`src/core/osdm_defines.svh`:
```
// Register offsets, field positions, reset values and timing counts of the status display
`ifndef OSDM_DEFINES_SVH
`define OSDM_DEFINES_SVH

// ****************************************
// Register map (byte addresses)
// ****************************************
`define OSDM_REG_VERSION   12'h000
`define OSDM_REG_STATUS    12'h004
`define OSDM_REG_IRQ_STAT  12'h008
`define OSDM_REG_IRQ_MASK  12'h00C
`define OSDM_REG_CTRL      12'h010

// ****************************************
// Field positions and reset values
// ****************************************
`define OSDM_CTRL_KEY_EN   0
`define OSDM_IRQ_ALARM     0
`define OSDM_IRQ_RESET     1
`define OSDM_IRQ_VERSION   2
// Version value shown by default; arbitrary value
`define OSDM_VERSION_RST   16'h0100
`define OSDM_CTRL_RST      1'h1
`define OSDM_MASK_RST      3'h0

// ****************************************
// Timing
// ****************************************
`define OSDM_CLK_HZ        50000000
`define OSDM_TICK_PER_S    1000
`define OSDM_TICK_CYC      (`OSDM_CLK_HZ / `OSDM_TICK_PER_S)
`define OSDM_HOLD_MS       11'd1000
`define OSDM_ACK_MS        11'd2000
`define OSDM_DEB_MS        4'd10
`define OSDM_BLINK_MS      9'd500
`define OSDM_ROT_MS        7'd100

// ****************************************
// Status codes
// ****************************************
`define OSDM_CODE_CTRL     4'h0
`define OSDM_CODE_MAIN     4'h2
`define OSDM_CODE_SETUP    4'h4
`define OSDM_CODE_SERVO    4'h8
`define OSDM_CODE_POLE     4'h9

`endif

```
`src/core/osdm_pkg.sv`:
```
// Types of the operator status display controller
package osdm_pkg;

  // Panel view, one-hot
  typedef enum logic [4:0] {
    OSDM_V_STATUS    = 5'b00001,
    OSDM_V_RST_ASK   = 5'b00010,
    OSDM_V_RST_ACK   = 5'b00100,
    OSDM_V_VER_ASK   = 5'b01000,
    OSDM_V_VER_SHOW  = 5'b10000
  } osdm_view_e;

  // Indication shown on the segment display
  typedef enum logic [3:0] {
    OSDM_I_OFF       = 4'h0,
    OSDM_I_CTRL_PWR  = 4'h1,
    OSDM_I_MAIN_PWR  = 4'h2,
    OSDM_I_EST_READY = 4'h3,
    OSDM_I_EST_RUN   = 4'h4,
    OSDM_I_SETUP     = 4'h5,
    OSDM_I_SERVO     = 4'h6,
    OSDM_I_OT_CW     = 4'h7,
    OSDM_I_OT_CCW    = 4'h8,
    OSDM_I_REGEN     = 4'h9,
    OSDM_I_OVERLOAD  = 4'hA,
    OSDM_I_ALARM     = 4'hB,
    OSDM_I_RST_ASK   = 4'hC,
    OSDM_I_RST_ACK   = 4'hD,
    OSDM_I_VER_ASK   = 4'hE,
    OSDM_I_VER_SHOW  = 4'hF
  } osdm_ind_e;

  // Whole state of the controller
  typedef struct packed {
    osdm_view_e       view;
    osdm_ind_e        kind;
    logic [3:0]       code;
    logic [7:0]       alarm_code;
    logic [3:0]       alarm_stat;
    logic             alarm_seen;
    logic [15:0]      version;
    logic [15:0]      tick_cnt;
    logic [2:0]       key_stable;
    logic [2:0]       key_prev;
    logic [2:0][3:0]  deb_cnt;
    logic [10:0]      hold_ms;
    logic             hold_fired;
    logic [10:0]      ack_ms;
    logic [8:0]       blink_ms;
    logic [6:0]       rot_ms;
    logic             blink;
    logic [2:0]       phase;
    logic             clear_req;
    logic [2:0]       irq_stat;
    logic [2:0]       irq_mask;
    logic             key_en;
    logic             irq;
    logic [31:0]      prdata;
    logic             slverr;
  } osdm_state_s;

endpackage : osdm_pkg

```
`src/core/osdm_core.sv`:
```
// Operator status display controller with key-hold menus and APB register slave
`include "osdm_defines.svh"

module osdm_core
  import osdm_pkg::*;
#(
  parameter int TICK_CYC = `OSDM_TICK_CYC
) (
  input  wire logic        pclk,
  input  wire logic        presetn,
  input  wire logic        psel,
  input  wire logic        penable,
  input  wire logic        pwrite,
  input  wire logic [11:0] paddr,
  input  wire logic [31:0] pwdata,
  output logic      [31:0] prdata,
  output logic             pready,
  output logic             pslverr,
  input  wire logic        control_power_ok,
  input  wire logic        driver_ready,
  input  wire logic        main_power_ok,
  input  wire logic        prep_complete,
  input  wire logic        pole_est_ready,
  input  wire logic        pole_est_running,
  input  wire logic        pole_est_done,
  input  wire logic        setup_complete,
  input  wire logic        servo_on,
  input  wire logic        clockwise_limit,
  input  wire logic        counter_clockwise_limit,
  input  wire logic        regen_overload_warn,
  input  wire logic        overload_warn,
  input  wire logic        alarm_active,
  input  wire logic [7:0]  alarm_code,
  input  wire logic        alarm_needs_power_cycle,
  input  wire logic        key_mode,
  input  wire logic        key_write,
  input  wire logic        key_sub,
  output logic      [3:0]  disp_kind,
  output logic      [3:0]  disp_status_code,
  output logic      [7:0]  disp_alarm_code,
  output logic      [3:0]  disp_alarm_status,
  output logic      [15:0] disp_version,
  output logic             disp_blink,
  output logic      [2:0]  disp_phase,
  output logic             alarm_clear_req,
  output logic             irq
);

  osdm_state_s st_q;
  osdm_state_s st_d;

  logic        tick;
  logic [2:0]  key_raw;
  logic        mode_press;
  logic        hold_long;
  logic [3:0]  norm_code;
  osdm_ind_e   norm_kind;
  osdm_ind_e   stat_kind;
  logic        wr_acc;
  logic        rd_setup;
  logic [2:0]  irq_set;

  // ****************************************
  // Key timing and status decode
  // ****************************************

  // Raw keys, masked when panel is disabled
  assign key_raw    = st_q.key_en ? {key_sub, key_write, key_mode} : 3'h0;
  assign tick       = (st_q.tick_cnt == 16'(TICK_CYC - 1));
  assign mode_press = st_q.key_stable[0] & ~st_q.key_prev[0];
  // strictly longer than the hold time, once per press
  assign hold_long  = (st_q.hold_ms > `OSDM_HOLD_MS) & ~st_q.hold_fired;

  // Normal driver status, highest stage first
  always_comb begin
    norm_code = `OSDM_CODE_CTRL;
    norm_kind = OSDM_I_OFF;
    if (servo_on) begin
      norm_code = `OSDM_CODE_SERVO;
      norm_kind = OSDM_I_SERVO;
    end else if (pole_est_done && setup_complete) begin
      norm_code = `OSDM_CODE_SETUP;
      norm_kind = OSDM_I_SETUP;
    end else if (pole_est_running) begin
      norm_code = `OSDM_CODE_POLE;
      norm_kind = OSDM_I_EST_RUN;
    end else if (main_power_ok && pole_est_ready) begin
      norm_code = `OSDM_CODE_POLE;
      norm_kind = OSDM_I_EST_READY;
    end else if (main_power_ok) begin
      norm_code = `OSDM_CODE_MAIN;
      norm_kind = OSDM_I_MAIN_PWR;
    end else if (control_power_ok && driver_ready) begin
      norm_code = `OSDM_CODE_CTRL;
      norm_kind = OSDM_I_CTRL_PWR;
    end
  end

  // alarm, then warnings, then over-travel, then status
  always_comb begin
    if (alarm_active) begin
      stat_kind = OSDM_I_ALARM;
    end else if (regen_overload_warn) begin
      stat_kind = OSDM_I_REGEN;
    end else if (overload_warn) begin
      stat_kind = OSDM_I_OVERLOAD;
    end else if (clockwise_limit) begin
      // each limit has its own page
      stat_kind = OSDM_I_OT_CW;
    end else if (counter_clockwise_limit) begin
      stat_kind = OSDM_I_OT_CCW;
    end else begin
      stat_kind = norm_kind;
    end
  end

  // APB phase strobes
  assign wr_acc   = psel & penable & pwrite;
  assign rd_setup = psel & ~penable;

  // ****************************************
  // Next state
  // ****************************************
  always_comb begin
    st_d           = st_q;
    st_d.clear_req = 1'b0;
    irq_set        = 3'h0;

    st_d.tick_cnt = tick ? 16'h0000 : st_q.tick_cnt + 16'h0001;

    // debounce, a key must stay changed for the debounce time
    for (int k = 0; k < 3; k++) begin
      if (key_raw[k] == st_q.key_stable[k]) begin
        st_d.deb_cnt[k] = 4'h0;
      end else if (tick) begin
        if (st_q.deb_cnt[k] == `OSDM_DEB_MS - 4'd1) begin
          st_d.key_stable[k] = key_raw[k];
          st_d.deb_cnt[k]    = 4'h0;
        end else begin
          st_d.deb_cnt[k] = st_q.deb_cnt[k] + 4'h1;
        end
      end
    end
    st_d.key_prev = st_q.key_stable;

    // hold time restarts on any key change
    if (st_q.key_stable != st_q.key_prev) begin
      st_d.hold_ms    = 11'h000;
      st_d.hold_fired = 1'b0;
    end else if (tick && (st_q.key_stable != 3'h0) && (st_q.hold_ms != 11'h7FF)) begin
      st_d.hold_ms = st_q.hold_ms + 11'h001;
    end
    if (hold_long) begin
      st_d.hold_fired = 1'b1;
    end

    // Animation: blink and rotation phase
    if (tick) begin
      st_d.blink_ms = st_q.blink_ms + 9'h001;
      st_d.rot_ms   = st_q.rot_ms + 7'h01;
      if (st_q.blink_ms == `OSDM_BLINK_MS - 9'd1) begin
        st_d.blink_ms = 9'h000;
        st_d.blink    = ~st_q.blink;
      end
      if (st_q.rot_ms == `OSDM_ROT_MS - 7'd1) begin
        st_d.rot_ms = 7'h00;
        st_d.phase  = st_q.phase + 3'h1;
      end
    end

    // latch alarm code and status code at onset
    st_d.alarm_seen = alarm_active;
    if (alarm_active && !st_q.alarm_seen) begin
      st_d.alarm_code = alarm_code;
      st_d.alarm_stat = st_q.code;
      irq_set[`OSDM_IRQ_ALARM] = 1'b1;
    end

    // Panel view sequencing
    case (st_q.view)
      OSDM_V_STATUS: begin
        if (hold_long && st_q.key_stable == 3'b001 && alarm_active) begin
          st_d.view = OSDM_V_RST_ASK;
        end else if (hold_long && st_q.key_stable == 3'b100) begin
          st_d.view = OSDM_V_VER_ASK;
        end
      end
      OSDM_V_RST_ASK: begin
        if (hold_long && st_q.key_stable == 3'b010) begin
          st_d.view   = OSDM_V_RST_ACK;
          st_d.ack_ms = 11'h000;
          st_d.clear_req = ~alarm_needs_power_cycle;
          irq_set[`OSDM_IRQ_RESET] = 1'b1;
        end else if (mode_press) begin
          st_d.view = OSDM_V_STATUS;
        end
      end
      OSDM_V_RST_ACK: begin
        // acknowledge held for the full period
        if (tick) begin
          st_d.ack_ms = st_q.ack_ms + 11'h001;
        end
        // back to status page, which shows the alarm if it stayed
        // Strictly past the count, so a partial first tick never shortens it
        if (st_q.ack_ms > `OSDM_ACK_MS) begin
          st_d.view = OSDM_V_STATUS;
        end
      end
      OSDM_V_VER_ASK: begin
        if (hold_long && st_q.key_stable == 3'b010) begin
          st_d.view = OSDM_V_VER_SHOW;
          irq_set[`OSDM_IRQ_VERSION] = 1'b1;
        end else if (mode_press) begin
          st_d.view = OSDM_V_STATUS;
        end
      end
      OSDM_V_VER_SHOW: begin
        if (mode_press) begin
          st_d.view = OSDM_V_VER_ASK;
        end
      end
      default: begin
        st_d.view = OSDM_V_STATUS;
      end
    endcase

    // Registered display outputs
    st_d.code = norm_code;
    case (st_d.view)
      OSDM_V_RST_ASK:  st_d.kind = OSDM_I_RST_ASK;
      OSDM_V_RST_ACK:  st_d.kind = OSDM_I_RST_ACK;
      OSDM_V_VER_ASK:  st_d.kind = OSDM_I_VER_ASK;
      OSDM_V_VER_SHOW: st_d.kind = OSDM_I_VER_SHOW;
      default:         st_d.kind = stat_kind;
    endcase
    // rotation starts from its first glyph on entry
    if (st_d.kind != st_q.kind) begin
      st_d.phase  = 3'h0;
      st_d.rot_ms = 7'h00;
    end

    // Register writes take effect in the access phase
    if (wr_acc) begin
      case (paddr)
        `OSDM_REG_VERSION:  st_d.version  = pwdata[15:0];
        `OSDM_REG_IRQ_STAT: st_d.irq_stat = st_q.irq_stat & ~pwdata[2:0];
        `OSDM_REG_IRQ_MASK: st_d.irq_mask = pwdata[2:0];
        `OSDM_REG_CTRL:     st_d.key_en   = pwdata[`OSDM_CTRL_KEY_EN];
        default:            st_d.key_en   = st_q.key_en;
      endcase
    end
    // Events win over a simultaneous clear
    st_d.irq_stat = st_d.irq_stat | irq_set;
    st_d.irq      = |(st_d.irq_stat & st_d.irq_mask);

    // Read data and error captured in the setup phase
    if (rd_setup) begin
      st_d.slverr = 1'b0;
      case (paddr)
        `OSDM_REG_VERSION:  st_d.prdata = {16'h0000, st_q.version};
        `OSDM_REG_STATUS:   st_d.prdata = {6'h00, st_q.view, alarm_active, st_q.alarm_stat,
                                           st_q.alarm_code, st_q.code, st_q.kind};
        `OSDM_REG_IRQ_STAT: st_d.prdata = {29'h00000000, st_q.irq_stat};
        `OSDM_REG_IRQ_MASK: st_d.prdata = {29'h00000000, st_q.irq_mask};
        `OSDM_REG_CTRL:     st_d.prdata = {31'h00000000, st_q.key_en};
        default: begin
          st_d.prdata = 32'h00000000;
          st_d.slverr = 1'b1;
        end
      endcase
    end
  end

  // State register
  always_ff @(posedge pclk or negedge presetn) begin
    if (!presetn) begin
      st_q          <= '0;
      st_q.view     <= OSDM_V_STATUS;
      st_q.kind     <= OSDM_I_OFF;
      st_q.version  <= `OSDM_VERSION_RST;
      st_q.irq_mask <= `OSDM_MASK_RST;
      st_q.key_en   <= `OSDM_CTRL_RST;
    end else begin
      st_q <= st_d;
    end
  end

  // ****************************************
  // Outputs
  // ****************************************
  assign pready            = psel & penable;
  assign prdata            = st_q.prdata;
  assign pslverr           = st_q.slverr & psel & penable;
  assign disp_kind         = st_q.kind;
  assign disp_status_code  = st_q.code;
  assign disp_alarm_code   = st_q.alarm_code;
  assign disp_alarm_status = st_q.alarm_stat;
  assign disp_version      = st_q.version;
  // blink only on the estimation-ready page
  assign disp_blink        = st_q.blink & (st_q.kind == OSDM_I_EST_READY);
  assign disp_phase        = st_q.phase;
  assign alarm_clear_req   = st_q.clear_req;
  assign irq               = st_q.irq;
endmodule : osdm_core

```
`config.mk`:
```
export PLATFORM = sky130hd
export DESIGN_NAME = osdm_core
export DESIGN_NICKNAME = d
export VERILOG_FILES = /design/src/core/osdm_pkg.sv /design/src/core/osdm_core.sv
export VERILOG_INCLUDE_DIRS = /design/src /design/src/core
export SDC_FILE = /design/constraint.sdc
export NUM_CORES = 1
export LEC_CHECK = 0
export BUFFER_PORTS_ARGS = -buffer_cell sky130_fd_sc_hd__clkbuf_2
export CORE_UTILIZATION = 45
export CTS_CLUSTER_DIAMETER = 80
export DETAILED_ROUTE_END_ITERATION = 8
export HOLD_SLACK_MARGIN = 0.15
export PLACE_DENSITY = 0.71
export SLEW_MARGIN = 15
export SYNTH_ARGS = -nofsm -noshare
export SYNTH_HDL_FRONTEND = slang
export SYNTH_SLANG_ARGS = --single-unit
export TNS_END_PERCENT = 100
```
`constraint.sdc`:
```
create_clock -name pclk -period 2.2 [get_ports pclk]
set_input_delay 0.11 -clock pclk [delete_from_list [all_inputs] [get_ports pclk]]
set_output_delay 0.11 -clock pclk [all_outputs]
set_load 0.03 [all_outputs]
```
==> impl_metrics.yaml <==
power:
  internal_power_w: 0.00467
  clockPowerShare_pct: 44.9
  seqPwrFrac_pct: 47.1
  combPwrFrac_pct: 8.0
  p_leak_nw: 4.82
  p_sw_share_pct: 24.9
  p_sw_w: 0.00155
  peakVddDrop_uv: 522
  powerDensity_mw_per_mm2: 611
grt:
  grt_pass1_vias: 6244
  grt-ovfl-total: 0
  grt_max_degree: 73
  antenna_found_initial: 0
  gr-usage-all-layers_pct: 20.9
  grt_pass1_wl_um: 30000
placement:
  io_buffers: 127
  dpl.cell_count: 1139
  dp_hpwl_um: 12600
  place.gp.congestion: 0.856
clocking:
  cts_tree: "yes"
  root_buffer: "clkbuf_16"
  clock_path_buffers: 2
  clkTransAtPathRegs_ns: 0.06
  htreeDepth: 4
  cts_sinks: 155
  clk_latency_ns: 0.42
  cts_buffers: 17
critical_path:
  cp-start-kind: "flop"
  slowest_stage: "or4b_4"
  crit_type: "reg -> reg"
  slowest_delay_ns: 0.46
  path_buf_inv: 1
  arrival_ns: 2.54
  critPathTopFamily: "compound AO/OA/AOI/OAI gates"
  crit_required_ns: 2.49
  cp_max_fo: 5
  cp-end-kind: "flop"
  crit_chain: "inv_2 -> ha_4 -> or4b_4 -> o2111ai_4 -> a22o_4 -> a21oi_4 -> o31a_1 -> o221ai_4 -> a21oi_1"
synthesis:
  ys_seq_elements: 155
  post_synth.cell_area_avg_um2: 9.99
  netlist_area_mm2: 0.00796
  yosysWarnings: 0
  ys.flop_type: "dfrtp_1"
  ys_seq_area_share_pct: 48.8
  synth_edf_count: 0
  async_flop_share_pct: 100
  yosysUniqueCellTypes: 72
  synthCells: 797
outcome:
  status: "finished, violations left"
  violations: "setup timing"
timing:
  drv_slew: 0
  fin_hold_ws_ns: 0.168
  post-route-min-period_ns: 2.25
  final_hold_viol_count: 0
  setup_viol: 10
  fmax_mhz: 445
  fin_ws_ns: -0.0494
  tns_ns: -0.319
  period_share_pct: 102
  clock-skew-final_ns: 0.00868
  worst_pin_slew_ns: 0.700
  relSlewSlack_pct: 53.3
  rsz0062_at_grt: "true"
drt:
  vias: 6411
  ant_nets: 0
  drcViolationCount: 0
  vias_per_cell: 5.25
  avgRoutedWirePerCell_um: 15.2
  wirelength_um: 18500
  dr.pass1.iters: 5
  drt_iter0_drc: 338
layout:
  final_cell_count_no_fill: 1221
  drive_gt1_share_pct: 33.1
  final_common_cell: "dfrtp_1"
  num-nets-final: 1073
  final_cell_mix: "dfrtp_1, clkbuf_2, nand2_1"
  n_antenna_cell: 0
  area_growth_pct: 27.8
run:
  maxCapViolations: 0
die:
  placeableCoreArea_mm2: 0.0173
  rows: 48
  initial_utilization_pct: 46.0
  io_pins: 151
  die_w_um: 135
  die_h_um: 135
  die_area_mm2: 0.0182
hold_path:
  hp-class: "in -> reg"
registers in the layout (all words and copies together) (netlist names), 3 cells and up:
name	count
prdata	26
disp_alarm_status	4
disp_alarm_code	8
disp_status_code	4
st_q	85
disp_version	16
st_d	3
disp_kind	4
disp_phase	3
routing by layer:
| metal | vias to the layer above | part of all wire, % | track usage [%] |
|---|---|---|---|
| met5 | - | 0 | 0 |
| met4 | 0 | 2.1 | 8.05 |
| met3 | 33 | 3.8 | 4.02 |
| met2 | 159 | 49 | 34.5 |
| met1 | 3109 | 45 | 27.2 |
| li1 | 3110 | - | - |
cells in the mapped netlist (5+ instances only):
cell,number,area [um2]
dfrtp_1,152,3800
nand2_1,95,357
buf_4,71,533
nor2_1,70,263
o21ai_0,47,235
mux2_2,35,394
a21oi_1,32,160
nand3_1,26,130
xor2_1,25,219
clkbuf_1,20,75.1
inv_1,19,71.3
nor3_1,18,90.1
a22oi_1,15,113
ha_1,15,188
xnor2_1,15,131
and3_1,14,87.6
nand4_1,9,56.3
or3_1,9,56.3
and2_1,6,37.5
nor4_1,6,37.5
o31ai_1,6,45.0
and4_1,5,43.8
nand4b_1,5,43.8
logic make-up after synthesis:
logic type	Yosys count	synth area share, %
and+or+nand+nor	297	18.6
DFF	155	48.8
AOI/OAI and AO/OA	138	11.3
buffers and inverters	110	8.53
muxes	41	6.02
xor gates and xnor gates	40	4.40
adders and majority gates	15	2.36
other	1	0.0471
worst min-delay path, stage by stage:
cell and delay (ns):
clkbuf_2 0.08, nor3_1 0.03, nand3_1 0.11, nor2_1 0.09
nand2_1 0.06, o21ai_0 0.06
timing repair:
action                                 4_1_cts  5_1_grt
hold buffers                                41        0
gates resized for setup                     25       16
setup endpoints to repair                   14       19
gates cloned                                 1        0
endpoints found under the hold margin      116        0
pin swaps                                   14       14
buffers inserted                             1        7
power by group through the flow:
stage	registers (W)	logic [W]	clock network (W)
3_3_place_gp	0.00298	0.000413	0
2_1_floorplan	0.00296	0.000266	0
4_1_cts	0.00292	0.000497	0.00285
3_5_place_dp	0.00298	0.000417	0
5_1_grt	0.00293	0.000536	0.00297
6_report	0.00293	0.000497	0.00280
metrics by stage:
step	area [um2]	power [W]	utilization, %	setup WS [ns]
after floorplan	7990	0.00323	-	-0.0869
after global placement	8910	0.00339	51.5	-0.0875
after detailed placement	8910	0.00339	51.5	-0.176
after CTS	10100	0.00627	58.1	-0.0278
after global routing	10200	0.00644	58.8	-0.175
final	10200	0.00622	58.8	-0.0494
final cells by class:
| class | instances | area [um2] |
|---|---|---|
| timing repair buffer | 252 | 1720 |
| inverter | 19 | 71.3 |
| multi-input combinational | 538 | 3660 |
| clock buffer | 18 | 429 |
| tap | 225 | 282 |
| fill | 1435 | 7120 |
| sequential | 155 | 3880 |
| clock inverter | 14 | 134 |
worst paths after layout:
path	end	slack, ns	cells after the start	startpoint
max in group asynchronous	disp_version[8]	1.21	3	presetn
min in group asynchronous	st_q[68]	0.29	2	presetn
worst min-delay path	prdata[2]	0.17	6	paddr[5]
worst max-delay path	st_q[51]	-0.05	9	st_q[62]
worst min register to register	st_q[45]	0.47	1	st_q[45]
worst max register to register	st_q[51]	-0.05	9	st_q[62]
Power figures use the tool's default switching activity.
